$ cat src/hw/rbu_pkg.sv
// constants and types for the relative branch unit
package rbu_pkg;
  localparam int RBU_WORD_W = 16;
  localparam int RBU_PC_W = 21;
  localparam int RBU_COND_OFS_W = 8;
  localparam int RBU_JUMP_OFS_W = 11;
  localparam int RBU_COND_OP_LSB = 8;
  localparam int RBU_JUMP_OP_LSB = 11;
  localparam logic [7:0] RBU_OP_OVCLR = 8'hE5;
  localparam logic [7:0] RBU_OP_NONZERO = 8'hE1;
  localparam logic [4:0] RBU_OP_JUMP = 5'h1A;
  localparam logic [RBU_PC_W-1:0] RBU_PC_STEP = 21'h0_0002;

  typedef enum logic [1:0] {
    RBU_Q1 = 2'h0,
    RBU_Q2 = 2'h1,
    RBU_Q3 = 2'h2,
    RBU_Q4 = 2'h3
  } rbu_phase_e;

  typedef enum logic [1:0] {
    RBU_NONE = 2'h0,
    RBU_OVCLR = 2'h1,
    RBU_NONZERO = 2'h2,
    RBU_JUMP = 2'h3
  } rbu_kind_e;

  typedef enum logic {
    RBU_EXEC = 1'b0,
    RBU_FLUSH = 1'b1
  } rbu_state_e;
endpackage

$ cat src/hw/rbu_branch_unit.sv
// relative branch execution unit: decode, target, pc write and prefetch flush
`timescale 1ns/1ps
module rbu_branch_unit
  import rbu_pkg::*;
(
  input wire logic ref_clk,
  input wire logic reset,
  input wire logic instr_valid,
  input wire logic [RBU_WORD_W-1:0] instr_word,
  input wire logic [RBU_PC_W-1:0] branch_addr,
  input wire logic flag_overflow,
  input wire logic flag_zero,
  output logic [1:0] phase,
  output logic pc_load,
  output logic [RBU_PC_W-1:0] pc_value,
  output logic branch_taken,
  output logic flush_fetch,
  output logic busy
);

  function automatic rbu_kind_e rbu_decode(input logic [RBU_WORD_W-1:0] w);
    rbu_decode = RBU_NONE;
    if (w[RBU_WORD_W-1 -: 8] == RBU_OP_OVCLR) begin
      rbu_decode = RBU_OVCLR;
    end else if (w[RBU_WORD_W-1 -: 8] == RBU_OP_NONZERO) begin
      rbu_decode = RBU_NONZERO;
    end else if (w[RBU_WORD_W-1 -: 5] == RBU_OP_JUMP) begin
      rbu_decode = RBU_JUMP;
    end
  endfunction

  rbu_phase_e phase_reg;
  rbu_state_e state_reg;
  rbu_kind_e kind_reg;
  logic [RBU_WORD_W-1:0] word_reg;
  logic [RBU_PC_W-1:0] addr_reg;
  logic [RBU_PC_W-1:0] offset_reg;
  logic [RBU_PC_W-1:0] target_reg;
  logic cond_reg;
  logic ov_reg;
  logic zero_reg;
  logic pc_load_reg;
  logic [RBU_PC_W-1:0] pc_value_reg;
  logic taken_reg;
  logic flush_reg;

  // four quarters per instruction cycle
  always_ff @(posedge ref_clk) begin
    if (reset) begin
      phase_reg <= RBU_Q1;
    end else begin
      unique case (phase_reg)
        RBU_Q1: phase_reg <= RBU_Q2;
        RBU_Q2: phase_reg <= RBU_Q3;
        RBU_Q3: phase_reg <= RBU_Q4;
        RBU_Q4: phase_reg <= RBU_Q1;
      endcase
    end
  end

  // Q1: decode; words offered during a flush cycle are dropped
  always_ff @(posedge ref_clk) begin
    if (reset) begin
      kind_reg <= RBU_NONE;
      word_reg <= '0;
      addr_reg <= '0;
      ov_reg <= 1'b0;
      zero_reg <= 1'b0;
    end else if (phase_reg == RBU_Q1) begin
      kind_reg <= (state_reg == RBU_EXEC && instr_valid) ? rbu_decode(instr_word) : RBU_NONE;
      word_reg <= instr_word;
      addr_reg <= branch_addr;
      ov_reg <= flag_overflow;
      zero_reg <= flag_zero;
    end
  end

  // Q2: read the offset literal, sign extend and double
  always_ff @(posedge ref_clk) begin
    if (reset) begin
      offset_reg <= '0;
    end else if (phase_reg == RBU_Q2) begin
      if (kind_reg == RBU_JUMP) begin
        offset_reg <= {{(RBU_PC_W-RBU_JUMP_OFS_W-1){word_reg[RBU_JUMP_OFS_W-1]}},
                       word_reg[RBU_JUMP_OFS_W-1:0], 1'b0};
      end else begin
        offset_reg <= {{(RBU_PC_W-RBU_COND_OFS_W-1){word_reg[RBU_COND_OFS_W-1]}},
                       word_reg[RBU_COND_OFS_W-1:0], 1'b0};
      end
    end
  end

  // Q3: target and condition; flags are only read, never written
  always_ff @(posedge ref_clk) begin
    if (reset) begin
      target_reg <= '0;
      cond_reg <= 1'b0;
    end else if (phase_reg == RBU_Q3) begin
      target_reg <= addr_reg + RBU_PC_STEP + offset_reg;
      unique case (kind_reg)
        RBU_OVCLR: cond_reg <= !ov_reg;
        RBU_NONZERO: cond_reg <= !zero_reg;
        RBU_JUMP: cond_reg <= 1'b1;
        RBU_NONE: cond_reg <= 1'b0;
      endcase
    end
  end

  // Q4: write pc; a pulse of one quarter
  always_ff @(posedge ref_clk) begin
    if (reset) begin
      pc_load_reg <= 1'b0;
      pc_value_reg <= '0;
      taken_reg <= 1'b0;
    end else if (phase_reg == RBU_Q4 && kind_reg != RBU_NONE) begin
      pc_load_reg <= 1'b1;
      pc_value_reg <= cond_reg ? target_reg : addr_reg + RBU_PC_STEP;
      taken_reg <= cond_reg;
    end else begin
      pc_load_reg <= 1'b0;
      taken_reg <= 1'b0;
    end
  end

  // taken branches spend one whole idle cycle discarding the prefetch
  always_ff @(posedge ref_clk) begin
    if (reset) begin
      state_reg <= RBU_EXEC;
      flush_reg <= 1'b0;
    end else if (phase_reg == RBU_Q4) begin
      unique case (state_reg)
        RBU_EXEC: begin
          if (kind_reg != RBU_NONE && cond_reg) begin
            state_reg <= RBU_FLUSH;
            flush_reg <= 1'b1;
          end
        end
        RBU_FLUSH: begin
          state_reg <= RBU_EXEC;
          flush_reg <= 1'b0;
        end
      endcase
    end
  end

  assign phase = phase_reg;
  assign pc_load = pc_load_reg;
  assign pc_value = pc_value_reg;
  assign branch_taken = taken_reg;
  assign flush_fetch = flush_reg;
  assign busy = flush_reg;

  // helper: a word offered at Q1 is taken for decode (exec state, valid high)
  logic dec_ok;
  assign dec_ok = (phase_reg == RBU_Q1) && (state_reg == RBU_EXEC) && instr_valid;
endmodule

$ cat config.mk
export PLATFORM = sky130hd
export DESIGN_NAME = rbu_branch_unit
export DESIGN_NICKNAME = d
export VERILOG_FILES = /design/src/hw/rbu_pkg.sv /design/src/hw/rbu_branch_unit.sv
export SDC_FILE = /design/constraint.sdc
export NUM_CORES = 1
export LEC_CHECK = 0
export ABC_AREA = 1
export BUFFER_PORTS_ARGS = -buffer_cell sky130_fd_sc_hd__clkbuf_2
export CELL_PAD_IN_SITES_DETAIL_PLACEMENT = 0
export CELL_PAD_IN_SITES_GLOBAL_PLACEMENT = 2
export CORE_AREA = 2 2 125 139
export CTS_BUF_LIST = sky130_fd_sc_hd__clkbuf_8 sky130_fd_sc_hd__clkbuf_16
export DETAILED_ROUTE_END_ITERATION = 16
export DIE_AREA = 0 0 127 141
export MAX_ROUTING_LAYER = met4
export PLACE_DENSITY_LB_ADDON = 0.3
export SLEW_MARGIN = 20
export SYNTH_ARGS = -nofsm -noshare
export SYNTH_HDL_FRONTEND = slang
export SYNTH_SLANG_ARGS = --single-unit
$ cat constraint.sdc
create_clock -name ref_clk -period 3.5 [get_ports ref_clk]
set_input_delay 0.175 -clock ref_clk [delete_from_list [all_inputs] [get_ports ref_clk]]
set_output_delay 0.175 -clock ref_clk [all_outputs]
set_load 0.01 [all_outputs]
==> results of run 1 <==
==> cells in the mapped netlist, types with 3 or more instances <==
cell type	n	area share
nand2_2	7	0.0084
a31oi_1	6	0.0072
nand3_1	37	0.036
o21ai_0	59	0.057
ha_1	26	0.062
inv_2	3	0.0022
nor2_1	136	0.098
clkbuf_1	23	0.017
dfxtp_1	96	0.37
a21oi_1	45	0.043
clkinv_1	3	0.0022
inv_1	94	0.068
xor2_1	15	0.025
nor2_4	3	0.0065
nand4_1	5	0.0060
xnor2_1	4	0.0067
o221ai_1	16	0.027
o21bai_1	8	0.012
nand2_1	132	0.095
a21o_1	3	0.0043
o21a_1	5	0.0072
==> layer usage <==
layer | wire (um) | global-route usage | up-vias | part of all wire
li1 | - | - | 2542 | -
met1 | 7620 | 0.243 | 2209 | 0.47
met2 | 7520 | 0.296 | 96 | 0.47
met3 | 591 | 0.0304 | 21 | 0.037
met4 | 414 | 0.0792 | 0 | 0.026
met5 | 0 | - | - | 0
==> worst max-delay path by stage <==
stage / from / to / slack, ns / depth (start not counted)
CTS: addr_reg[2] / target_reg[20] / 0.43 / 21
finish: addr_reg[2] / target_reg[20] / 0.44 / 21
detailed placement: addr_reg[2] / target_reg[20] / 0.44 / 21
floorplan: addr_reg[2] / target_reg[20] / 0.94 / 21
global placement: addr_reg[2] / target_reg[20] / 0.45 / 21
global route: addr_reg[2] / target_reg[20] / 0.06 / 21
==> worst min-delay path, delay by kind of cell <==
family / cells / cell delay (ns)
buffers and inverters: 1 / 0.07
AND/OR/NAND/NOR: 2 / 0.11
==> per-stage QoR <==
step           utilization  hold WS (ns)  cell area [um2]  power, W  cells
6_report             0.365        0.0432             6080   0.00393   1023
5_1_grt              0.365        0.0383             6080   0.00425   1023
2_1_floorplan            -         0.310             5210   0.00245    750
3_5_place_dp         0.346         0.404             5760   0.00287   1007
4_1_cts              0.365        0.0313             6080   0.00398   1023
3_3_place_gp         0.346         0.396             5760   0.00286   1007
==> final cells by class <==
class,instances,area (um2),area share
well taps,208,260,0.0428
clock buffers,9,225,0.0371
flip-flops and latches,96,1920,0.316
multi-input cells,528,2810,0.462
repair buffers,75,393,0.0646
inverters,100,375,0.0618
clock inverters,7,95.1,0.0156
==> cell families after synthesis <==
| kind of cell | Yosys count |
|---|---|
| buffers and inverters | 126 |
| AO/OA/AOI/OAI | 148 |
| adder cells (fa/ha/maj) | 27 |
| flip-flops | 96 |
| AND/OR/NAND/NOR | 333 |
| XOR/XNOR | 20 |
==> cell usage in the layout, fill, tap and decap left out, types with 8 or more instances in the layout <==
master | netlist | final
o221ai_1 | 16 | 16
clkbuf_2 | 0 | 68
o21ai_0 | 59 | 59
ha_1 | 26 | 26
xor2_1 | 15 | 15
a21oi_1 | 45 | 45
nor2_1 | 136 | 136
nand2_1 | 132 | 132
dfxtp_1 | 96 | 96
o21bai_1 | 8 | 8
inv_1 | 94 | 95
clkbuf_16 | 0 | 9
nand3_1 | 37 | 37
==> where the power goes <==
part | internal, W | leakage [nW] | switching [W]
clock | 0.000628 | 0.161 | 0.000458
sequential | 0.00131 | 0.788 | 0.000193
combinational | 0.000452 | 2.07 | 0.000885
total | 0.00239 | 3.02 | 0.00154
==> key figures, run 1 <==
Placement
  – Number of buffer cells added on primary ports: 68
  – Placer congestion estimate: 0.896
  – Final HPWL from detailed placement: 12000 um
  – Place WS: 0.436 ns

Detailed routing
  – Number of DRC violations after detailed-routing iteration 0: 178
  – Via count: 4868
  – Routed wirelength normalized by instance count: 15.8 um
  – Antenna Violating Nets Remaining: 0
  – Number of vias per cell after detailed routing: 4.76
  – Overall routed net length: 16100 um
  – Pre-antenna DRT Iters: 4
  – Post-route DRC violation count: 0

Global routing
  – Grt total ovfl: 0
  – Antenna violations before repair: 0
  – All-Layer GR Usage: 0.189
  – Number of global-route vias before repair: 4733
  – Largest net degree at the start of global routing: 59
  – Wire length of the first global-routing pass: 25400 um

Logic synthesis
  – Mean area per synthesized cell: 6.94 um2
  – Summed instance area of the synthesized netlist: 5210 um2
  – Post-synth EDFFs: 0
  – Number of cells produced by synthesis: 750
  – Most used flip-flop cell after synthesis: dfxtp_1
  – Part of the Yosys area used for sequential elements: 0.369
  – Fraction of the mapped netlist area in compound gates: 0.168
  – Adder-cell share of the synthesized area: 0.0663
  – Total of flip-flops plus latches after synthesis: 96
  – Synthesized Nets: 819
  – Number of warning messages in the yosys log: 0
  – Combinational family with the most area after synthesis: simple AND/OR/NAND/NOR gates
  – Simple logic cell fraction of the synthesized area: 0.270
  – Ys async rst share: 0
  – Synth unique cells: 42
  – Share of the synthesized netlist area taken by xor and xnor gates: 0.0351
  – Share of cell area taken by muxes after synthesis: 0

Hold path
  – Number of stages on the worst hold path: 3
  – Worst hold path type: input port to register
  – Worst hold path startpoint: branch_addr[6]
  – Hold Path End: addr_reg[6]

Critical path
  – Critical path class: register to register
  – Top cell by count, worst path: nand2_1
  – Slowest cell on the critical path: ha_1
  – Largest incremental delay on the critical path: 0.36 ns
  – Cell-by-cell listing of the critical path: ha_1 > nand2_2 > inv_2 > nand2_2 > nor2_2 > nand3_2 > or2_2 > nand2_1 > inv_1 > ha_1 > nand2_1 > inv_1 > nand2_1 > nor2_1 > nand4_1 > nand3_1 > inv_1 > nand2_1 > nand3_1 > nand2_1 > inv_1
  – Crit-path max FO: 5
  – Worst flop-to-flop path startpoint: addr_reg[2]
  – Crit path buffers/inverters: 5
  – Worst path arrival time: 3.30 ns
  – Startpoint type of the worst setup path: register
  – Logic depth of the worst register-to-register path: 21
  – Required time reported for the critical path endpoint: 3.75 ns
  – CP Capture Type: register
  – Worst reg2reg path endpoint: target_reg[20]
  – CP delay by family, top: simple AND/OR/NAND/NOR gates
  – Worst reg-to-reg setup slack: 0.44 ns

Floorplan
  – Number of primary I/O pins: 69
  – Effective utilization at floorplan: 0.313
  – Floorplan die height: 141 um
  – Die area: 17900 um2
  – # rows: 50
  – Placeable core region: 16600 um2
  – Overall die width: 127 um

STA
  – Worst-Margin Slew: 0.712 ns
  – Final setup margin: 0.443 ns
  – Pins over their slew limit: 0
  – Post-layout minimum cycle time: 3.06 ns
  – Count of final setup violators: 0
  – Setup total negative slack: 0 ns
  – Final critical-path share of the clock period: 0.873
  – RSZ-0062 raised after global routing: false
  – Fmax: 327 MHz
  – Number of failing hold endpoints at the final stage: 0
  – Slew Limit Headroom: 0.525
  – Setup skew after layout: 0.00715 ns

CTS
  – Post-CTS repair timing setup buffer count: 0
  – Buffer type at the clock tree root: clkbuf_16
  – Post_cts resized: 0
  – Maximum clock path buffer count: 2
  – Clock net sink count: 96
  – Total CTS buffers: 9
  – Clock insertion delay at the later pin of the skew report: 0.35 ns
  – Hold-fix buffer count after cts: 0
  – Htree depth: 3
  – TritonCTS clock tree: built
  – Clock-pin slew on the worst setup and hold paths: 0.07 ns

Finish
  – Area growth from synthesis to layout: 16.7%
  – Number of antenna repair diodes: 0
  – Number of filler instances in the final layout: 1838
  – Proportion of layout cells with a drive suffix above 1: 0.140
  – Final #Nets: 879

Pwr
  – Power density of the placed cells: 646 nW/um2
  – Highest ir drop seen on vdd: 365 uV
  – Standby leakage power: 3.02 nW

Status
  – Outcome: finished clean

Run
  – Count of max-cap constraint violations: 0
No activity file was read; power rests on OpenSTA's default activity.
==> run 2: changes to the inputs <==
--- a/config.mk
+++ b/config.mk
@@ -15,6 +15,7 @@
 export DIE_AREA = 0 0 127 141
 export MAX_ROUTING_LAYER = met4
 export PLACE_DENSITY_LB_ADDON = 0.3
+export REMOVE_ABC_BUFFERS = 1
 export SLEW_MARGIN = 20
 export SYNTH_ARGS = -nofsm -noshare
 export SYNTH_HDL_FRONTEND = slang
==> key figures, run 2 (synthesis gave the netlist of run 1 again) <==
STA
  – Setup total negative slack: 0 ns
  – Pins over their slew limit: 0
  – Post-layout minimum cycle time: 3.01 ns
  – Slew Limit Headroom: 0.503
  – Fmax: 333 MHz
  – Setup skew after layout: 0.00836 ns
  – Worst-Margin Slew: 0.744 ns
  – Count of final setup violators: 0
  – RSZ-0062 raised after global routing: false
  – Number of failing hold endpoints at the final stage: 0
  – Final critical-path share of the clock period: 0.859

Floorplan
  – Effective utilization at floorplan: 0.313
  – Placeable core region: 16600 um2
  – Number of primary I/O pins: 69
  – Overall die width: 127 um
  – Floorplan die height: 141 um
  – Die area: 17900 um2
  – # rows: 50

Pwr
  – Standby leakage power: 3.01 nW
  – Highest ir drop seen on vdd: 288 uV
  – Total Power: 0.00393 W
  – Power density of the placed cells: 646 nW/um2

Global routing
  – All-Layer GR Usage: 0.196
  – Antenna violations before repair: 0
  – Grt total ovfl: 0
  – Number of global-route vias before repair: 4954
  – Wire length of the first global-routing pass: 26300 um
  – Largest net degree at the start of global routing: 64

Finish
  – Commonest non-fill, non-tap cells in the layout: 136 x nor2_1, 132 x nand2_1, 96 x dfxtp_1
  – Most frequent standard cell in the layout excluding fill and tap cells: nor2_1
  – Proportion of layout cells with a drive suffix above 1: 0.141
  – Area growth from synthesis to layout: 16.8%
  – Post-route core utilization: 0.365
  – Number of antenna repair diodes: 0
  – Final #Nets: 880
  – Post-route non-filler standard cell count: 1023
  – Post-Layout Inst Area: 6080 um2

Critical path
  – Cell-by-cell listing of the critical path: ha_1 > nand2_2 > inv_2 > nand2_2 > nor2_2 > nand3_2 > or2_2 > nand2_1 > inv_1 > ha_1 > nand2_1 > inv_1 > nand2_1 > nor2_1 > nand4_1 > nand3_1 > inv_1 > nand2_1 > nand3_1 > nand2_1 > inv_1
  – Required time reported for the critical path endpoint: 3.76 ns
  – Worst reg-to-reg setup slack: 0.49 ns
  – Top cell by count, worst path: nand2_1
  – CP Capture Type: register
  – Worst path arrival time: 3.26 ns
  – Logic depth of the worst register-to-register path: 21
  – Startpoint type of the worst setup path: register
  – Crit-path max FO: 5
  – Slowest cell on the critical path: ha_1
  – Largest incremental delay on the critical path: 0.36 ns
  – Critical path class: register to register

Placement
  – Placed cell count: 1008
  – Post-DP Area: 5760 um2
  – Number of buffer cells added on primary ports: 68
  – Placer congestion estimate: 0.841
  – Final HPWL from detailed placement: 12100 um

CTS
  – Post-CTS repair timing setup buffer count: 0
  – Total CTS buffers: 9
  – Htree depth: 3
  – Maximum clock path buffer count: 2
  – Clock-pin slew on the worst setup and hold paths: 0.07 ns
  – Clock insertion delay at the later pin of the skew report: 0.35 ns
  – Post_cts resized: 0
  – Hold-fix buffer count after cts: 0
  – Buffer type at the clock tree root: clkbuf_16
  – TritonCTS clock tree: built
  – Clock net sink count: 96

Detailed routing
  – Post-route DRC violation count: 0
  – Routed wirelength normalized by instance count: 15.9 um
  – Number of DRC violations after detailed-routing iteration 0: 309
  – Via count: 4858
  – Number of vias per cell after detailed routing: 4.75
  – Pre-antenna DRT Iters: 4
  – Antenna Violating Nets Remaining: 0
  – Overall routed net length: 16300 um

Status
  – Outcome: finished clean

Run
  – Count of max-cap constraint violations: 0

Hold path
  – Number of stages on the worst hold path: 3
  – Worst hold path type: input port to register
[run 2: changes by cell type in the layout (fill, tap and decap cells not counted), sizes merged]
cell and change:
clkinv -3, clkinvlp +2, buf +1
[run 2: metrics by stage]
stage          setup slack (ns)  hold slack [ns]
6_report                  0.494           0.0400
3_5_place_dp              0.479            0.404
3_3_place_gp              0.585            0.396
4_1_cts                   0.471           0.0332
5_1_grt                   0.102           0.0412
2_1_floorplan             0.914            0.237
[run 2: area by class of cell]
class	count	area (um2)
timing repair buffer	76	400
inverter	100	375
clock inverter	6	92.6
tap	208	260
multi-input combinational	528	2810
clock buffer	9	225
sequential	96	1920
fill	1803	10600
[run 2: path summary, 6_finish.rpt]
| check | end | start |
|---|---|---|
| worst max-delay path | target_reg[20] | addr_reg[2] |
| worst min-delay path | word_reg[2] | instr_word[2] |
| worst max register to register | target_reg[20] | addr_reg[2] |
| worst min register to register | word_reg[8] | word_reg[8] |
[run 2: layer usage]
metal | up-vias | global-route usage | wire length [um]
li1 | 2529 | - | -
met1 | 2235 | 0.236 | 7440
met2 | 83 | 0.341 | 8110
met3 | 11 | 0.0250 | 481
met4 | 0 | 0.0590 | 234
met5 | - | - | 0
[run 2: worst max-delay path: cells and delay by family (launching register included)]
| family | cells | cell delay, ns |
|---|---|---|
| adder cells (fa/ha/maj) | 2 | 0.60 |
| AND/OR/NAND/NOR | 14 | 1.64 |
| buffers and inverters | 5 | 0.34 |
| flip-flops | 1 | 0.35 |
[run 2: report_power, final]
group | internal [W] | switching (W) | total (W) | leakage, nW
Clock | 0.000628 | 0.000455 | 0.00108 | 0.149
Combinational | 0.000452 | 0.000893 | 0.00135 | 2.07
Sequential | 0.00131 | 0.000187 | 0.00150 | 0.788
Total | 0.00239 | 0.00154 | 0.00393 | 3.01
==> run 3: changes to the inputs <==
--- a/config.mk
+++ b/config.mk
@@ -9,10 +9,10 @@
 export BUFFER_PORTS_ARGS = -buffer_cell sky130_fd_sc_hd__clkbuf_2
 export CELL_PAD_IN_SITES_DETAIL_PLACEMENT = 0
 export CELL_PAD_IN_SITES_GLOBAL_PLACEMENT = 2
-export CORE_AREA = 2 2 125 139
+export CORE_AREA = 2 2 131 133
 export CTS_BUF_LIST = sky130_fd_sc_hd__clkbuf_8 sky130_fd_sc_hd__clkbuf_16
 export DETAILED_ROUTE_END_ITERATION = 16
-export DIE_AREA = 0 0 127 141
+export DIE_AREA = 0 0 133 135
 export MAX_ROUTING_LAYER = met4
 export PLACE_DENSITY_LB_ADDON = 0.3
 export REMOVE_ABC_BUFFERS = 1
==> key figures, run 3 (synthesis gave the netlist of run 1 again) <==
Status
  – Outcome: finished clean

CTS
  – Htree depth: 3
  – Post-CTS repair timing setup buffer count: 0
  – Buffer type at the clock tree root: clkbuf_16
  – Clock net sink count: 96
  – Clock insertion delay at the later pin of the skew report: 0.36 ns
  – Clock-pin slew on the worst setup and hold paths: 0.07 ns
  – Hold-fix buffer count after cts: 0
  – TritonCTS clock tree: built
  – Post_cts resized: 0
  – Maximum clock path buffer count: 2
  – Total CTS buffers: 9

STA
  – RSZ-0062 raised after global routing: false
  – Slew Limit Headroom: 0.540
  – Fmax: 348 MHz
  – Pins over their slew limit: 0
  – Count of final setup violators: 0
  – Number of failing hold endpoints at the final stage: 0
  – Post-layout minimum cycle time: 2.87 ns
  – Setup skew after layout: 0.00802 ns
  – Setup total negative slack: 0 ns
  – Final setup margin: 0.630 ns
  – Final critical-path share of the clock period: 0.820
  – Worst-Margin Slew: 0.690 ns

Finish
  – Number of antenna repair diodes: 0
  – Commonest non-fill, non-tap cells in the layout: 136 x nor2_1, 132 x nand2_1, 96 x dfxtp_1
  – Most frequent standard cell in the layout excluding fill and tap cells: nor2_1
  – Area growth from synthesis to layout: 16.7%
  – Post-route non-filler standard cell count: 1036
  – Post-Layout Inst Area: 6080 um2
  – Final #Nets: 880
  – Proportion of layout cells with a drive suffix above 1: 0.141

Pwr
  – Highest ir drop seen on vdd: 283 uV
  – Internal Power: 0.00232 W
  – NetSw: 0.00154 W
  – Standby leakage power: 3.00 nW
  – Share of power burned in combinational logic: 0.348
  – Net Sw Frac: 0.399
  – Power density of the placed cells: 635 nW/um2
  – Power share of the sequential group: 0.390
  – Clock network fraction of total power: 0.263

Critical path
  – Worst path arrival time: 3.13 ns
  – CP Capture Type: register
  – Crit-path max FO: 5
  – Startpoint type of the worst setup path: register
  – Required time reported for the critical path endpoint: 3.76 ns
  – Critical path class: register to register

Detailed routing
  – Pre-antenna DRT Iters: 6
  – Antenna Violating Nets Remaining: 0
  – Via count: 4855
  – Overall routed net length: 15800 um
  – Number of DRC violations after detailed-routing iteration 0: 280
  – Post-route DRC violation count: 0
  – Number of vias per cell after detailed routing: 4.69
  – Routed wirelength normalized by instance count: 15.2 um

Floorplan
  – Number of primary I/O pins: 69
  – Floorplan die height: 135 um
  – # rows: 47
  – Die area: 18000 um2
  – Overall die width: 133 um
  – Placeable core region: 16400 um2
  – Effective utilization at floorplan: 0.317

Global routing
  – Antenna violations before repair: 0
  – Largest net degree at the start of global routing: 46
  – Number of global-route vias before repair: 4702
  – Grt total ovfl: 0
  – All-Layer GR Usage: 0.189
  – Wire length of the first global-routing pass: 25300 um

Placement
  – Number of buffer cells added on primary ports: 68
  – Placed cell count: 1020
  – Final HPWL from detailed placement: 11700 um
  – Post-DP Area: 5780 um2
  – Placer congestion estimate: 0.871
  – Place WS: 0.639 ns

Run
  – Count of max-cap constraint violations: 0

Hold path
  – Worst hold path type: input port to register
[run 3: cell types whose count changed in the layout (fill, tap and decap cells not counted), sizes merged]
| cell | previous run | this run |
|---|---|---|
| bufinv | 2 | 1 |
| clkinv | 3 | 5 |
[run 3: final timing paths]
check | from | end | slack, ns | depth (start not counted)
setup / recovery | addr_reg[2] | target_reg[20] | 0.63 | 21
setup reg to reg | addr_reg[2] | target_reg[20] | 0.63 | 21
hold reg to reg | ov_reg | ov_reg | 0.45 | 2
hold / removal | instr_word[6] | word_reg[6] | 0.04 | 3
[run 3: layer usage]
layer,track usage,vias up,wire (um)
met1,0.254,2214,7920
met3,0.0285,12,602
li1,-,2536,-
met5,-,-,0
met2,0.295,93,7070
met4,0.0591,0,202
[run 3: per-stage QoR]
step	hold WS (ns)	power, W	utilization
after floorplan	0.237	0.00242	-
after global placement	0.397	0.00286	0.352
after detailed placement	0.403	0.00287	0.352
after CTS	0.0267	0.00390	0.370
after global routing	0.0437	0.00416	0.370
final	0.0395	0.00386	0.370
[run 3: critical path, stage by stage (launching register included)]
cell and delay [ns]:
dfxtp_1 0.35, ha_1 0.23, nand2_2 0.07, inv_2 0.08, nand2_2 0.06, nor2_2 0.18, nand3_2 0.14, or2_2 0.29
nand2_1 0.10, inv_1 0.05, ha_1 0.35, nand2_1 0.13, inv_1 0.09, nand2_1 0.07, nor2_1 0.12, nand4_1 0.09
nand3_1 0.11, inv_1 0.04, nand2_1 0.05, nand3_1 0.06, nand2_1 0.07, inv_1 0.03
[run 3: layout make-up]
cell class	instances	area (um2)
inverters	100	375
repair buffers	76	400
flip-flops and latches	96	1920
well taps	220	275
clock buffers	9	225
clock inverters	7	71.3
multi-input cells	528	2810
fillers	1786	10300
[run 3: power by group through the flow]
stage	Combinational [W]	Sequential, W	Clock [W]
final	0.00134	0.00150	0.00101
after global routing	0.00154	0.00153	0.00109
after CTS	0.00135	0.00150	0.00104
after detailed placement	0.00134	0.00153	0
after global placement	0.00134	0.00152	0
after floorplan	0.000959	0.00146	0
